<file path="src/hdl/rom_io_pkg.sv">
// Constants and carrier types shared by the ROM-unit peripheral block
`default_nettype none
package rom_io_pkg;
	// Port selection by the two low address bits
	localparam int SELECT_W = 6;
	localparam logic [1:0] SEL_PORT_A = 2'h0;
	localparam logic [1:0] SEL_PORT_B = 2'h1;
	localparam logic [1:0] SEL_INT_CTRL = 2'h2;
	localparam logic [1:0] SEL_TIMER = 2'h3;
	// Address bit 8 opens the local status and mask space
	localparam int LOCAL_SPACE_BIT = 8;
	localparam logic [1:0] LOC_STATUS = 2'h0;
	localparam logic [1:0] LOC_MASK = 2'h1;
	// Event bits, shared by status, mask and interrupt control
	localparam int EV_TIMER = 0;
	localparam int EV_EXTERNAL = 1;
	localparam int EV_W = 2;
	localparam logic [EV_W-1:0] EV_NONE = 2'h0;
	localparam logic [7:0] BYTE_ZERO = 8'h00;
	// Timer polynomial: xnor feedback, all-zero state is the end of count
	localparam logic [7:0] TIMER_TAPS = 8'hb8;
	localparam logic [7:0] TIMER_TERMINAL = 8'h00;
	// Timer step interval
	localparam int CLK_PERIOD_NS = 100;
	localparam int TIMER_STEP_NS = 1000;
	localparam int TIMER_STEP_CYCLES = (TIMER_STEP_NS + CLK_PERIOD_NS - 1)
		/ CLK_PERIOD_NS;
	// Control-state code that acknowledges an interrupt
	localparam logic [4:0] ACK_CODE = 5'h10;

	// Drive of an eight-bit open-drain port
	typedef struct packed {
		logic [7:0] out;
		logic [7:0] oe;
	} pin_drive_t;
endpackage
`default_nettype wire

</file>
<file path="src/hdl/lfsr_interval_timer.sv">
// Polynomial shift-register interval timer with reload
`default_nettype none
module lfsr_interval_timer
	import rom_io_pkg::*;
#(
	parameter int STEP_CYCLES = TIMER_STEP_CYCLES
) (
	input wire logic clk,
	input wire logic rst_n,
	input wire logic load,
	input wire logic [7:0] loadValue,
	output logic [7:0] state,
	output logic timeout
);
	localparam int PW = $clog2(STEP_CYCLES + 1);
	localparam logic [PW-1:0] PRE_LAST = PW'(STEP_CYCLES - 1);
	localparam logic [PW-1:0] PRE_ZERO = '0;

	// One shift of the polynomial register
	function automatic logic [7:0] stepLfsr(input logic [7:0] s);
		stepLfsr = {s[6:0], ~(^(s & TIMER_TAPS))};
	endfunction

	logic [7:0] reload;
	logic running;
	logic [PW-1:0] pre;
	logic timeoutReg;
	wire tick = running && (pre == PRE_LAST);
	wire atEnd = state == TIMER_TERMINAL;

	assign timeout = timeoutReg;

	// Prescaler, run flag and time-out, clocked from the common clock
	always_ff @(posedge clk or negedge rst_n) begin
		if (!rst_n) begin
			running <= 1'b0;
			pre <= PRE_ZERO;
			timeoutReg <= 1'b0;
		end else begin
			running <= running | load;
			pre <= (load || tick) ? PRE_ZERO : pre + PW'(1);
			timeoutReg <= tick && atEnd && !load;
		end
	end

	// Count and reload value hold no reset value
	always_ff @(posedge clk) begin
		if (load) begin
			state <= loadValue;
			reload <= loadValue;
		end else if (tick) begin
			state <= atEnd ? reload : stepLfsr(state);
		end
	end

	// Count steps once per tick and reloads at its end
	a_count_steps: assert property (@(posedge clk)
		disable iff (!rst_n)
		tick && !load && !atEnd |=> state == stepLfsr($past(state)))
		else $error("timer count did not take one polynomial step");

	a_end_reloads: assert property (@(posedge clk)
		disable iff (!rst_n)
		tick && !load && atEnd |=> state == $past(reload))
		else $error("timer did not reload at end of count");
endmodule
`default_nettype wire

</file>
<file path="src/hdl/rom_unit_io_timer_interrupt.sv">
// ROM-unit peripherals: two ports, timer, interrupt control and chain
// How it works
// - Timer and external input raise requests, passed on through the chain.
// - Timer is a polynomial shift register; its end of count raises a time-out.
// - Writing the timer port loads it and sets the time-out interval.
// - Fixed six-bit select must match the upper address bits to respond.
// - Low address bits pick port A, port B, interrupt control, timer.
// - Ports are inverted: written one pulls the pin low, low reads one.
// - Ports, timer and interrupt control are not initialised by reset; here reset turns off port drive, timer and enables until written.
// - Falling edge on the external input is a request.
// - Request pin pulled low only with chain input low and request pending.
// - Chain output low only with chain input low and nothing pending.
// - Bus-drive indicator pulled low exactly while data bus is driven.
// - Data moves on an eight-bit three-state shared bus.
//
// Our own choices: the placing of the registers and the plain strobed port.
`default_nettype none
module rom_unit_io_timer_interrupt
	import rom_io_pkg::*;
#(
	parameter logic [SELECT_W-1:0] IO_SELECT = 6'h02,
	parameter int STEP_CYCLES = TIMER_STEP_CYCLES
) (
	input wire logic clk,
	input wire logic rst_n,
	input wire logic [8:0] ioAddr,
	input wire logic [7:0] wrData,
	input wire logic wrStrobe,
	input wire logic rdStrobe,
	output logic [7:0] sharedDataOut,
	output logic sharedDataOe,
	output logic busDriveIndicatorOut,
	output logic busDriveIndicatorOe,
	input wire logic [7:0] portAIn,
	output var pin_drive_t portADrive,
	input wire logic [7:0] portBIn,
	output var pin_drive_t portBDrive,
	input wire logic externalInterruptInput,
	input wire logic priorityChainIn,
	output logic priorityChainOut,
	output logic intReqOut,
	output logic intReqOe,
	input wire logic [4:0] cpuControlStateCode,
	input wire logic controlStateValid,
	output logic irq
);
	// True when the address reaches one of the four ports and names sel
	function automatic logic portHit(input logic [8:0] a,
		input logic [1:0] sel);
		portHit = !a[LOCAL_SPACE_BIT] && (a[7:2] == IO_SELECT)
			&& (a[1:0] == sel);
	endfunction

	// True when the address reaches the local register named loc
	function automatic logic localHit(input logic [8:0] a,
		input logic [1:0] loc);
		localHit = a[LOCAL_SPACE_BIT] && (a[7:2] == 6'h00) && (a[1:0] == loc);
	endfunction

	// Port latches and interrupt control, no reset value
	logic [7:0] portALatch;
	logic [7:0] portBLatch;
	logic [EV_W-1:0] intCtrl;
	// Flags that say a port has been written since reset
	logic portAWritten;
	logic portBWritten;
	logic intCtrlWritten;
	logic [EV_W-1:0] status;
	logic [EV_W-1:0] mask;
	logic extPrev;
	logic readValid;
	logic [7:0] readData;
	logic [7:0] timerState;
	logic timerTimeout;

	// Address decode
	wire wrPortA = wrStrobe && portHit(ioAddr, SEL_PORT_A);
	wire wrPortB = wrStrobe && portHit(ioAddr, SEL_PORT_B);
	wire wrIntCtrl = wrStrobe && portHit(ioAddr, SEL_INT_CTRL);
	wire wrTimer = wrStrobe && portHit(ioAddr, SEL_TIMER);
	wire wrStatus = wrStrobe && localHit(ioAddr, LOC_STATUS);
	wire wrMask = wrStrobe && localHit(ioAddr, LOC_MASK);
	wire rdHit = rdStrobe && !ioAddr[LOCAL_SPACE_BIT]
		&& (ioAddr[7:2] == IO_SELECT);
	wire rdLocal = rdStrobe && ioAddr[LOCAL_SPACE_BIT]
		&& (ioAddr[7:2] == 6'h00);

	// Read selection; pins read inverted
	wire [7:0] portRead = (ioAddr[1:0] == SEL_PORT_A) ? ~portAIn :
		(ioAddr[1:0] == SEL_PORT_B) ? ~portBIn :
		(ioAddr[1:0] == SEL_INT_CTRL) ? {6'h00, intCtrl} : timerState;
	wire [7:0] localRead = (ioAddr[1:0] == LOC_STATUS) ? {6'h00, status} :
		(ioAddr[1:0] == LOC_MASK) ? {6'h00, mask} : BYTE_ZERO;
	wire [7:0] next_readData = rdHit ? portRead :
		rdLocal ? localRead : BYTE_ZERO;

	// Event detection and enables
	wire extFall = extPrev && !externalInterruptInput;
	wire [EV_W-1:0] enables = intCtrlWritten ? intCtrl : EV_NONE;
	wire [EV_W-1:0] events = {extFall, timerTimeout} & enables;
	wire pending = |(status & mask);

	// Acknowledge retires the timer request first, then the external one
	wire ackSeen = controlStateValid && (cpuControlStateCode == ACK_CODE)
		&& intReqOe;
	wire [EV_W-1:0] ackClear = !ackSeen ? EV_NONE :
		(status[EV_TIMER] && mask[EV_TIMER]) ? 2'h1 : 2'h2;
	wire [EV_W-1:0] wrClear = wrStatus ? wrData[EV_W-1:0] : EV_NONE;
	// Set wins over a clear in the same cycle
	wire [EV_W-1:0] next_status = (status & ~(ackClear | wrClear)) | events;

	// Priority chain and request pin
	assign intReqOut = 1'b0;
	assign intReqOe = pending && !priorityChainIn;
	assign priorityChainOut = priorityChainIn || pending;
	assign irq = pending;

	// Data bus drive and bus-drive indicator
	assign sharedDataOut = readData;
	assign sharedDataOe = readValid;
	assign busDriveIndicatorOut = 1'b0;
	assign busDriveIndicatorOe = readValid;

	// Open-drain port drive, gated until first written
	assign portADrive.out = BYTE_ZERO;
	assign portADrive.oe = portAWritten ? portALatch : BYTE_ZERO;
	assign portBDrive.out = BYTE_ZERO;
	assign portBDrive.oe = portBWritten ? portBLatch : BYTE_ZERO;

	lfsr_interval_timer #(
		.STEP_CYCLES(STEP_CYCLES)
	) timerUnit (
		.clk(clk),
		.rst_n(rst_n),
		.load(wrTimer),
		.loadValue(wrData),
		.state(timerState),
		.timeout(timerTimeout)
	);

	// Data latches keep no reset value
	always_ff @(posedge clk) begin
		if (wrPortA) begin
			portALatch <= wrData;
		end
		if (wrPortB) begin
			portBLatch <= wrData;
		end
		if (wrIntCtrl) begin
			intCtrl <= wrData[EV_W-1:0];
		end
	end

	// Control state, status and read pipeline
	always_ff @(posedge clk or negedge rst_n) begin
		if (!rst_n) begin
			portAWritten <= 1'b0;
			portBWritten <= 1'b0;
			intCtrlWritten <= 1'b0;
			status <= EV_NONE;
			mask <= EV_NONE;
			extPrev <= 1'b1;
			readValid <= 1'b0;
			readData <= BYTE_ZERO;
		end else begin
			portAWritten <= portAWritten | wrPortA;
			portBWritten <= portBWritten | wrPortB;
			intCtrlWritten <= intCtrlWritten | wrIntCtrl;
			status <= next_status;
			mask <= wrMask ? wrData[EV_W-1:0] : mask;
			extPrev <= externalInterruptInput;
			readValid <= rdHit || rdLocal;
			readData <= next_readData;
		end
	end

	// Chain and request pin checks
	a_prio_out_low: assert property (@(posedge clk)
		disable iff (!rst_n)
		!priorityChainOut |-> !priorityChainIn && !pending)
		else $error("chain output low with request or chain input high");

	a_chain_passes: assert property (@(posedge clk)
		disable iff (!rst_n)
		!priorityChainIn && !pending |-> !priorityChainOut)
		else $error("chain output high with grant and nothing pending");

	a_chain_blocks: assert property (@(posedge clk)
		disable iff (!rst_n)
		priorityChainIn |-> priorityChainOut && !intReqOe)
		else $error("request or grant passed on without chain input");

	a_req_needs_chain: assert property (@(posedge clk)
		disable iff (!rst_n)
		intReqOe |-> !priorityChainIn && |(status & mask))
		else $error("request pin pulled without chain grant");

	a_open_drain_low: assert property (@(posedge clk)
		disable iff (!rst_n)
		portADrive.out == BYTE_ZERO && portBDrive.out == BYTE_ZERO
		&& !intReqOut && !busDriveIndicatorOut)
		else $error("open-drain pin driven high");

	// Data bus and bus-drive indicator checks
	a_drive_pairs_bus: assert property (@(posedge clk)
		disable iff (!rst_n)
		busDriveIndicatorOe == sharedDataOe)
		else $error("bus-drive indicator out of step with data bus");

	a_read_drives: assert property (@(posedge clk)
		disable iff (!rst_n)
		rdHit |=> sharedDataOe && busDriveIndicatorOe)
		else $error("read that hit did not drive the bus");

	a_read_one_later: assert property (@(posedge clk)
		disable iff (!rst_n)
		rdHit |=> sharedDataOe ##1 (!sharedDataOe || $past(rdStrobe)))
		else $error("read data not driven for exactly the next cycle");

	a_idle_bus_zero: assert property (@(posedge clk)
		disable iff (!rst_n)
		!sharedDataOe |-> sharedDataOut == BYTE_ZERO)
		else $error("data lines not zero while bus released");

	// Address select checks
	a_foreign_quiet: assert property (@(posedge clk)
		disable iff (!rst_n)
		rdStrobe && !ioAddr[LOCAL_SPACE_BIT] && ioAddr[7:2] != IO_SELECT
		|=> !sharedDataOe)
		else $error("bus driven for a foreign port address");

	a_foreign_write: assert property (@(posedge clk)
		disable iff (!rst_n)
		wrStrobe && !ioAddr[LOCAL_SPACE_BIT] && ioAddr[7:2] != IO_SELECT
		|=> $stable(portADrive.oe) && $stable(portBDrive.oe))
		else $error("port drive changed by a foreign port write");

	// Port polarity checks
	a_port_inverts: assert property (@(posedge clk)
		disable iff (!rst_n)
		rdHit && ioAddr[1:0] == SEL_PORT_A |=> sharedDataOut
		== ~$past(portAIn))
		else $error("port A read not inverted");

	a_port_pulls_low: assert property (@(posedge clk)
		disable iff (!rst_n)
		wrPortB |=> portBDrive.oe == $past(wrData))
		else $error("port B drive does not follow written ones");

	// Request latch checks
	a_edge_latches: assert property (@(posedge clk)
		disable iff (!rst_n)
		extFall && enables[EV_EXTERNAL] |=> status[EV_EXTERNAL])
		else $error("external falling edge not latched");

	a_held_till_ack: assert property (@(posedge clk)
		disable iff (!rst_n)
		status[EV_TIMER] && !ackSeen && !(wrStatus && wrData[EV_TIMER])
		|=> status[EV_TIMER])
		else $error("timer request lost without acknowledge");

	a_ack_retires: assert property (@(posedge clk)
		disable iff (!rst_n)
		ackSeen && !(status[EV_TIMER] && mask[EV_TIMER])
		&& !events[EV_EXTERNAL] |=> !status[EV_EXTERNAL])
		else $error("acknowledge did not retire the external request");

	a_write_clears: assert property (@(posedge clk)
		disable iff (!rst_n)
		wrStatus && wrData[EV_EXTERNAL] && !events[EV_EXTERNAL]
		|=> !status[EV_EXTERNAL])
		else $error("writing a one did not clear the external request");

	// Timer checks
	a_timeout_sets: assert property (@(posedge clk)
		disable iff (!rst_n)
		timerTimeout && enables[EV_TIMER] |=> status[EV_TIMER])
		else $error("timer end of count not latched");

	a_timer_loads: assert property (@(posedge clk)
		disable iff (!rst_n)
		wrTimer |=> timerState == $past(wrData))
		else $error("timer port write did not load the count");
endmodule
`default_nettype wire

</file>
<file path="config.mk">
export PLATFORM = sky130hd
export DESIGN_NAME = rom_unit_io_timer_interrupt
export DESIGN_NICKNAME = d
export VERILOG_FILES = /design/src/hdl/rom_io_pkg.sv /design/src/hdl/lfsr_interval_timer.sv /design/src/hdl/rom_unit_io_timer_interrupt.sv
export SDC_FILE = /design/constraint.sdc
export NUM_CORES = 1
export LEC_CHECK = 0
export BUFFER_PORTS_ARGS = -buffer_cell sky130_fd_sc_hd__buf_4
export CORE_MARGIN = 2
export CORE_UTILIZATION = 50
export CTS_CLUSTER_SIZE = 40
export DETAILED_ROUTE_END_ITERATION = 8
export MAX_ROUTING_LAYER = met4
export PLACE_DENSITY = 0.9
export SYNTH_ARGS = -nofsm -noshare
export SYNTH_HDL_FRONTEND = slang
export SYNTH_SLANG_ARGS = --single-unit
</file>
<file path="constraint.sdc">
create_clock -name clk -period 2.4 [get_ports clk]
set_input_delay 0.48 -clock clk [delete_from_list [all_inputs] [get_ports clk]]
set_output_delay 0.48 -clock clk [all_outputs]
set_load 0.01 [all_outputs]
</file>
==> Yosys cells after proc, flatten, opt, wreduce, memory -nomap -nowiden <==
Cells that the tools add are included.
{ "word_totals": {"ff_bits": 57, "output_inout_bits": 47, "word_cells": 92} }
{ "op_classes": {"addsub": 1, "n_eq_ne": 6, "n_mux": 17, "bitwise_logic": 13, "reduce_logical": 39} }
{ "ops": {"columns": ["operator", "count"], "rows": [
  ["two-way mux 8 bit", 9],
  ["logical AND 1 bit", 26],
  ["NOT 8 bit", 2],
  ["two-way mux 2 bit", 7],
  ["logical NOT 8 bit", 1],
  ["XOR reduction 8 bit", 1],
  ["bitwise AND 2 bit", 3],
  ["equality test 6 x 2 -> 1 bit (second input constant)", 1],
  ["logical NOT 6 bit", 1],
  ["equality test 5 bit (second input constant)", 1],
  ["adder 4 x 1 -> 4 bit (second input constant)", 1],
  ["equality test 2 bit (second input constant)", 2],
  ["equality test 4 bit (second input constant)", 1],
  ["logical NOT 1 bit", 4],
  ["two-way mux 4 bit", 1],
  ["bitwise OR 1 bit", 4],
  ["bitwise OR 2 bit", 2],
  ["logical OR 1 bit", 3],
  ["equality test 2 x 1 -> 1 bit (second input constant)", 1],
  ["logical NOT 2 bit", 1],
  ["NOT 2 bit", 1],
  ["nonzero test 2 bit", 1],
  ["OR reduction 2 bit", 1],
  ["NOT 1 bit", 1]
]} }

==> Longest topological paths before layout <==
Gate-level depths: netlist of run 1.
{ "depth": {"ltp_word": 9, "ltp_mapped": 6} }

==> By module <==
Synthesis of run 1 repeated with hierarchy kept, for this count alone.
{ "unflattened": {"cells_unflattened": 234, "area_unflattened_um2": 2722.6} }
{ "modules_own_cells": {"columns": ["module", "n_inst", "cells_each", "area_each_um2"], "rows": [
  ["rom_unit_io_timer_interrupt", 1, 158, 1725.4],
  ["lfsr_interval_timer", 1, 76, 997.2]
]} }

==> Worst setup path after synthesis of run 1 <==
Ideal clock, no wire load.
{ "synth_timing": {"path_type": "input to register", "from": "input port ioAddr[7]", "to": "register portBLatch[0] (enable)", "arrival_ps": 1669, "t_required_ps": 2013, "path_slack_ps": 344, "cell_stages": 3, "path_cell_list": "nor4b_2 > nand3_1 > nor3b_1"} }
{ "synth_between": {"elab_chain_len": 4} }
{ "synth_lines": {"columns": ["item", "line", "text"], "rows": [
  ["start, declared", "rom_unit_io_timer_interrupt.sv:26", "input wire logic [8:0] ioAddr,"],
  ["equality test 6 x 2 -> 1 bit", "rom_unit_io_timer_interrupt.sv:50", "portHit = !a[LOCAL_SPACE_BIT] && (a[7:2] == IO_SELECT)"],
  ["logical AND 1 bit", "rom_unit_io_timer_interrupt.sv:50", null],
  ["logical AND 1 bit", "rom_unit_io_timer_interrupt.sv:51", "&& (a[1:0] == sel);"],
  ["logical AND 1 bit", "rom_unit_io_timer_interrupt.sv:78", "wire wrPortB = wrStrobe && portHit(ioAddr, SEL_PORT_B);"],
  ["named net wrPortB", "rom_unit_io_timer_interrupt.sv:78", null],
  ["end signal, assigned", "rom_unit_io_timer_interrupt.sv:147", "portBLatch <= wrData;"],
  ["end, declared", "rom_unit_io_timer_interrupt.sv:62", "logic [7:0] portBLatch;"]
]} }
The timed path passes the listed nets, and every way through them passes these cells.
A chain may end at the register's enable or synchronous reset.

==> Worst setup path in the final report of run 1 <==
{ "layout_timing": {"from": "register timerUnit.state[4]", "to": "register timerUnit.state[0], data pin"} }
{ "layout_between": {"elab_chain_len": 5} }
{ "layout_lines": {"columns": ["item", "line", "text"], "rows": [
  ["start, declared", "lfsr_interval_timer.sv:12", "output logic [7:0] state,"],
  ["start signal, assigned", "lfsr_interval_timer.sv:49", "state <= loadValue;"],
  ["start signal, assigned", "lfsr_interval_timer.sv:52", "state <= atEnd ? reload : stepLfsr(state);"],
  ["XOR reduction 8 bit", "lfsr_interval_timer.sv:21", "stepLfsr = {s[6:0], ~(^(s & TIMER_TAPS))};"],
  ["NOT 1 bit", "lfsr_interval_timer.sv:21", null],
  ["two-way mux 8 bit (*)", "lfsr_interval_timer.sv:52", null],
  ["two-way mux 8 bit (*)", "lfsr_interval_timer.sv:51", "end else if (tick) begin"],
  ["two-way mux 8 bit (*)", "lfsr_interval_timer.sv:48", "if (load) begin"]
]} }
Every way passes the cells marked *; elsewhere a longest branch is shown, timed or not. The select of a mux whose other input is x is not followed.

==> results of run 1 <==
==> flip-flops by register name (all words and copies together), names as in the netlist, 2 cells and up <==
name / cells
sharedDataOut: 8
timerUnit.state: 8
portALatch: 8
mask: 2
portBLatch: 8
status: 2
timerUnit.pre: 4
timerUnit.reload: 8
intCtrl: 2
==> logic make-up (layout without fill, tap and decap cells) <==
kind of cell	Yosys count	after routing	share of synthesized area [%]
AND/OR/NAND/NOR	81	81	17.54
flip-flops	57	57	59.09
buffers and inverters	37	106	7.774
AO/OA/AOI/OAI	23	23	5.044
multiplexers	16	16	7.404
XOR/XNOR	5	5	1.620
adder cells (fa/ha/maj)	3	3	1.388
other	1	18	0.1387
==> layer usage <==
layer  vias to the layer above  GRT usage, %  wire [µm]
met2                        90         34.00       3039
met5                         -             -          0
met1                       948         24.63       2358
li1                        906             -          -
met4                         0         7.500         48
met3                         6         6.744        397
==> worst register-to-register path: stages, from the launching register on <==
cell,delay [ns]
edfxtp_1,0.41
inv_1,0.11
ha_1,0.17
nor4b_4,0.39
nand2_4,0.13
mux2_4,0.32
mux2_4,0.25
==> worst paths after layout <==
check	from	endpoint	slack, ns	cells after the start
worst max-delay path	timerUnit.state[4]$_DFFE_PN_	timerUnit.state[0]$_DFFE_PN_	0.37	6
min in group clk	externalInterruptInput	extPrev$_DFF_PN1_	0.27	1
worst max register to register	timerUnit.state[4]$_DFFE_PN_	timerUnit.state[0]$_DFFE_PN_	0.37	6
worst min register to register	timerUnit.running$_DFF_PN0_	timerUnit.running$_DFF_PN0_	0.48	1
worst min-delay path	rst_n	portAWritten$_DFF_PN0_	0.03	1
max in group asynchronous	rst_n	extPrev$_DFF_PN1_	2.07	1
==> cells in the mapped netlist (2+ instances only) <==
cell / count / share of area (%)
mux2i_1: 8 / 3.0
xnor2_1: 3 / 0.97
inv_1: 13 / 1.8
nand2b_1: 3 / 0.69
nand4b_1: 3 / 0.97
nand3_1: 4 / 0.74
or2_2: 4 / 0.93
and2_1: 17 / 3.9
nor3_1: 3 / 0.56
a31o_2: 2 / 0.65
mux2_4: 2 / 1.1
a21oi_1: 13 / 2.4
a22oi_1: 3 / 0.83
dfrtp_1: 22 / 20
nor2_1: 28 / 3.9
a31oi_1: 5 / 1.2
mux2_2: 4 / 1.7
xor2_1: 2 / 0.65
buf_4: 19 / 5.3
ha_1: 3 / 1.4
edfxtp_1: 34 / 38
mux4_2: 2 / 1.7
nand4_1: 2 / 0.46
clkbuf_1: 4 / 0.56
nand2_1: 4 / 0.56
nor3b_1: 3 / 0.83
==> through the flow <==
stage	hold WS, ns	power [mW]	setup WS (ns)	util (%)
2_1_floorplan	0.1844	1.267	0.3442	-
3_3_place_gp	0.3874	1.348	0.4090	63.26
3_5_place_dp	0.3937	1.362	0.3638	63.26
4_1_cts	0.03338	2.321	0.3686	67.39
5_1_grt	0.04238	2.391	0.2884	67.39
6_report	0.03251	2.306	0.3746	67.39
==> cell type report <==
type	count	share of cell area, %
sequential	57	45.84
multi-input combinational	146	27.53
timing repair buffer	77	16.58
clock buffer	12	4.164
tap	70	2.513
clock inverter	4	1.974
inverter	13	1.400
==> power breakdown <==
| group | internal [mW] | total [mW] | switching, mW |
|---|---|---|---|
| Combinational | 0.122 | 0.236 | 0.114 |
| Clock | 0.608 | 0.963 | 0.354 |
| Sequential | 1.08 | 1.11 | 0.0304 |
| Total | 1.81 | 2.31 | 0.498 |
==> out/metrics.csv, run 1 <==
metric,value,unit
clock_latency,0.33,ns
htree_levels,3,
relSlewSlack,63.10,%
fill_cells,387,
cp_cell_sequence,inv_1 > ha_1 > nor4b_4 > nand2_4 > mux2_4 > mux2_4,
grt_pass1_vias,1954,
critPathMaxStageDelay,0.41,ns
cts_tree,yes,
fp.dieW,77.54,µm
clkTransAtPathRegs,0.07,ns
synthArstFlopShare,40.35,%
vias_per_cell,5.145,
finClkSkew,0.01036,ns
hold_viol,0,
first_pass_iters,4,
yosysWarnings,0,
overflow,0,
drtIter0Drc,121,
nNetsFinal,352,
ant_nets,0,
ctsHoldBuffers,0,
core_area,5172,µm²
grt_max_degree,24,
clock.fmax,493.7,MHz
multiInputGateArea,959.7,µm²
hpwlAfterDp,4256,µm
start_kind,register,
syn_inst,223,
fin_crit_sh,84.39,%
ys_seq_elements,57,
ys_seq_area_share,59.09,%
placementRows,26,
dpl.cell_count,363,
cpMaxStageDelayCell,edfxtp_1,
synth_edf_count,34,
avgSynthCellArea,12.12,µm²
setup_viol_count_final,0,
wl_per_cell,15.42,µm
syn_area,2704,µm²
pin_count,92,
instances_no_fill,379,
end_kind,register,
grt_pass1_wl,9294,µm
cts_post_setup_buffers_inserted,0,
finalCriticalPeriod,2.025,ns
die_y,77.54,µm
cp_max_fo,6,
cp_data_required_time,2.47,ns
critPathArrivalTime,2.10,ns
drv_slew,0,
numPortBuffers,73,
drcViolationCount,0,
cts_buffers,9,
cts_root_buf,clkbuf_8,
cts_resized,0,
crit_family,multiplexers,
clock_path_buffers,2,
initial_core_util,52.27,%
path_common_cell,mux2_4,
cts_sinks,57,
cp_num_buf_inv,1,
final_common_cell,buf_4,
num_vias,1950,
wl,5844,µm
min_path_type,primary input to asynchronous set/reset pin,
grtUsageTotal,20.94,%
ys_types,39,
drive_gt1_share,35.28,%
critical_path_class,register to register,
die_area,6012,µm²
leakagePower,1.624,nW
fin_area,3486,µm²
antenna_found_initial,0,
diodes,0,
area_delta_synth_final,28.92,%
cap_violations,0,
vdd_ir_drop_max,490.9,µV
postPlaceCellArea,3272,µm²
worst_slew_pin_slew,0.5524,ns
regArea,1598,µm²
power.density,661.5,nW/µm²
ys.flop_type,edfxtp_1,
most-common-layout-cells,"77 x buf_4, 34 x edfxtp_1, 28 x nor2_1",
rsz0062_at_grt,no,
fin_setup_tns,0,ns
status,completed,
gp_congestion,0.8601,
No activity file was read; power rests on OpenSTA's default activity.
==> inputs of run 2 (changes only) <==
==> constraint.sdc (replaced) <==
create_clock -name clk -period 2 [get_ports clk]
set_input_delay 0.4 -clock clk [delete_from_list [all_inputs] [get_ports clk]]
set_output_delay 0.4 -clock clk [all_outputs]
set_load 0.01 [all_outputs]
==> out/metrics.csv, run 2 (synthesis results as in run 1) <==
metric,value,unit
die_area,6012,µm²
pin_count,92,
start_kind,register,
cp_data_required_time,2.08,ns
multiInputGateArea,959.7,µm²
htree_levels,3,
hold_viol,0,
drv_slew,0,
gp_congestion,0.8392,
nNetsFinal,360,
power.density,742.5,nW/µm²
clock.fmax,550.7,MHz
initial_core_util,52.27,%
status,completed,
vdd_ir_drop_max,397.3,µV
cp_max_fo,4,
placementRows,26,
grtUsageTotal,21.05,%
cts_buffers,9,
first_pass_iters,4,
drcViolationCount,0,
dpl.cell_count,370,
rsz0062_at_grt,no,
grt_pass1_wl,9411,µm
antenna_found_initial,0,
vias_per_cell,5.101,
cts_sinks,57,
finalCriticalPeriod,1.816,ns
min_path_type,primary input to register,
drtIter0Drc,122,
wl_per_cell,14.94,µm
cts_root_buf,clkbuf_8,
hpwlAfterDp,4220,µm
cap_violations,0,
most-common-layout-cells,"84 x buf_4, 34 x edfxtp_1, 28 x nor2_1",
finClkSkew,0.004338,ns
critical_path_class,register to register,
hold-worst-slack,0.1875,ns
fp.dieW,77.54,µm
grt_max_degree,24,
drive_gt1_share,36.28,%
num_vias,1974,
clock_path_buffers,2,
critPathArrivalTime,1.90,ns
area_delta_synth_final,30.03,%
fin_crit_sh,90.79,%
clkTransAtPathRegs,0.06,ns
fin_setup_tns,0,ns
cts_tree,yes,
overflow,0,
numPortBuffers,73,
end_kind,register,
leakagePower,1.646,nW
clock_latency,0.33,ns
ant_nets,0,
final_common_cell,buf_4,
wl,5781,µm
grt_pass1_vias,1975,
diodes,0,
core_area,5172,µm²
setup_viol_count_final,0,
fill_cells,376,
regArea,1598,µm²
die_y,77.54,µm
instances_no_fill,387,
run 2: layer usage:
| metal | track usage [%] | wire length [µm] |
|---|---|---|
| met5 | - | 0 |
| met4 | 8.929 | 99 |
| met3 | 5.930 | 357 |
| met2 | 33.48 | 2901 |
| met1 | 25.35 | 2422 |
run 2: path summary, 6_finish.rpt:
| kind | startpoint | end | slack, ns | cells past startpoint |
|---|---|---|---|---|
| max in group asynchronous | rst_n | extPrev$_DFF_PN1_ | 1.21 | 2 |
| min in group asynchronous | rst_n | portBWritten$_DFF_PN0_ | 0.50 | 2 |
| min reg2reg | timerUnit.running$_DFF_PN0_ | timerUnit.running$_DFF_PN0_ | 0.47 | 1 |
| max reg2reg | timerUnit.state[5]$_DFFE_PN_ | timerUnit.state[0]$_DFFE_PN_ | 0.18 | 6 |
| min | externalInterruptInput | extPrev$_DFF_PN1_ | 0.19 | 1 |
| max | timerUnit.state[5]$_DFFE_PN_ | timerUnit.state[0]$_DFFE_PN_ | 0.18 | 6 |
run 2: report_power, final:
group,internal (mW),switching [mW],leakage (nW)
Clock,0.575,0.423,0.0876
Combinational,0.152,0.135,0.947
Sequential,1.29,0.0344,0.611
Total,2.02,0.592,1.65
run 2: area by class of cell:
type	count	area share [%]
Clock buffer	13	3.950
Clock inverter	3	1.210
Inverter	13	1.388
Multi-Input combinational cell	146	27.30
Sequential cell	57	45.44
Tap cell	70	2.491
Timing Repair Buffer	85	18.22
run 2: critical path, stage by stage (launching register included):
cell	delay (ns)
edfxtp_1	0.39
inv_1	0.10
ha_1	0.15
nor4b_4	0.26
nand2_4	0.11
mux2_4	0.31
mux2_4	0.25
run 2: timing repair:
item / in CTS / in global routing
resized for setup: 0 / 0
endpoints found under the hold margin: 22 / 0
buffers inserted: 0 / 0
hold buffers: 1 / 0
run 2: per-stage QoR:
stage / worst slack, ns / instance area (µm²) / total power, mW / utilization (%)
after floorplan: 0.02415 / 2768 / 1.520 / -
after global placement: 0.08501 / 3324 / 1.623 / 64.27
after detailed placement: 0.04168 / 3324 / 1.636 / 64.27
after CTS: 0.1642 / 3516 / 2.639 / 67.97
after global routing: 0.09154 / 3516 / 2.726 / 67.97
final: 0.1841 / 3516 / 2.611 / 67.97
==> inputs of run 3 (changes only) <==
--- a/config.mk
+++ b/config.mk
@@ -11,7 +11,7 @@
 export CTS_CLUSTER_SIZE = 40
 export DETAILED_ROUTE_END_ITERATION = 8
 export MAX_ROUTING_LAYER = met4
-export PLACE_DENSITY = 0.9
+export PLACE_DENSITY_LB_ADDON = 0.2
 export SYNTH_ARGS = -nofsm -noshare
 export SYNTH_HDL_FRONTEND = slang
 export SYNTH_SLANG_ARGS = --single-unit
==> out/metrics.csv, run 3 (synthesis results as in run 1) <==
metric,value,unit
initial_core_util,52.27,%
cp_max_fo,4,
drive_gt1_share,36.28,%
fp.dieW,77.54,µm
postLayoutSetupSlackWorst,0.1757,ns
core_area,5172,µm²
min_path_type,primary input to register,
htree_levels,3,
dpl.cell_count,370,
cap_violations,0,
grt_pass1_vias,1846,
final_common_cell,buf_4,
finClkSkew,0.006947,ns
hold_viol,0,
antenna_found_initial,0,
rsz0062_at_grt,no,
gp_congestion,0.7833,
cts_resized,0,
power.density,772.8,nW/µm²
vias_per_cell,4.948,
fin_setup_tns,0,ns
cts_post_setup_buffers_inserted,0,
ant_nets,0,
drcViolationCount,0,
regArea,1598,µm²
cts_tree,yes,
grt_pass1_wl,8914,µm
setup_viol_count_final,0,
utilization,68.41,%
critical_path_class,register to register,
drv_slew,0,
first_pass_iters,4,
die_area,6012,µm²
multiInputGateArea,959.7,µm²
fin_area,3538,µm²
instances_no_fill,387,
hpwlAfterDp,4187,µm
nNetsFinal,360,
grtUsageTotal,20.64,%
drtIter0Drc,89,
leakagePower,1.659,nW
wl,5649,µm
cp_data_required_time,2.09,ns
pin_count,92,
diodes,0,
critPathArrivalTime,1.91,ns
num_vias,1915,
die_y,77.54,µm
most-common-layout-cells,"84 x buf_4, 34 x edfxtp_1, 28 x nor2_1",
overflow,0,
placementRows,26,
worst_slew_pin_slew,0.5701,ns
vdd_ir_drop_max,572.2,µV
area_delta_synth_final,30.87,%
cts_buffers,9,
fin_crit_sh,91.22,%
finalCriticalPeriod,1.824,ns
r2r_cells,6,
fill_cells,413,
finalPower,2.734,mW
start_kind,register,
wl_per_cell,14.60,µm
numPortBuffers,73,
relSlewSlack,61.91,%
clock_latency,0.34,ns
clock_path_buffers,2,
end_kind,register,
dp_slack,0.06848,ns
worst_hold_path.num_cells,1,
postPlaceCellArea,3324,µm²
clkTransAtPathRegs,0.06,ns
grt_max_degree,24,
hold-worst-slack,0.1793,ns
cts_root_buf,clkbuf_8,
status,completed,
cts_sinks,57,
clock.fmax,548.1,MHz
run 3: what timing repair did:
| action | CTS | global route |
|---|---|---|
| endpoints found under the setup margin | 0 | 0 |
| endpoints found under the hold margin | 22 | 0 |
| hold buffers | 1 | 0 |
run 3: cell type report:
type,instances,area share (%)
clock buffers,11,3.713
clock inverters,5,2.051
inverters,13,1.379
multi-input cells,146,27.12
flip-flops and latches,57,45.16
well taps,70,2.475
repair buffers,85,18.10
run 3: metal layers:
| metal | wire length [µm] | up-vias | global-route usage [%] |
|---|---|---|---|
| li1 | - | 925 | - |
| met1 | 2361 | 923 | 24.90 |
| met2 | 2904 | 56 | 32.70 |
| met3 | 281 | 11 | 6.047 |
| met4 | 101 | 0 | 8.571 |
| met5 | 0 | - | - |
run 3: path summary, 6_finish.rpt:
kind | startpoint | endpoint | slack, ns
max in group asynchronous | rst_n | extPrev$_DFF_PN1_ | 1.22
worst max-delay path | timerUnit.state[4]$_DFFE_PN_ | timerUnit.state[0]$_DFFE_PN_ | 0.18
worst min-delay path | externalInterruptInput | extPrev$_DFF_PN1_ | 0.18
worst min register to register | timerUnit.running$_DFF_PN0_ | timerUnit.running$_DFF_PN0_ | 0.48
worst max register to register | timerUnit.state[4]$_DFFE_PN_ | timerUnit.state[0]$_DFFE_PN_ | 0.18
min in group asynchronous | rst_n | portAWritten$_DFF_PN0_ | 0.50
run 3: report_power, final:
part | total (mW) | switching (mW) | internal (mW)
combinational | 0.282 | 0.131 | 0.151
sequential | 1.33 | 0.0359 | 1.29
clock | 1.12 | 0.433 | 0.691
total | 2.73 | 0.600 | 2.13
run 3: worst max-delay path, stage by stage (launching register included):
cell	delay, ns
edfxtp_1	0.39
inv_1	0.10
ha_1	0.15
nor4b_4	0.26
nand2_4	0.12
mux2_4	0.31
mux2_4	0.26
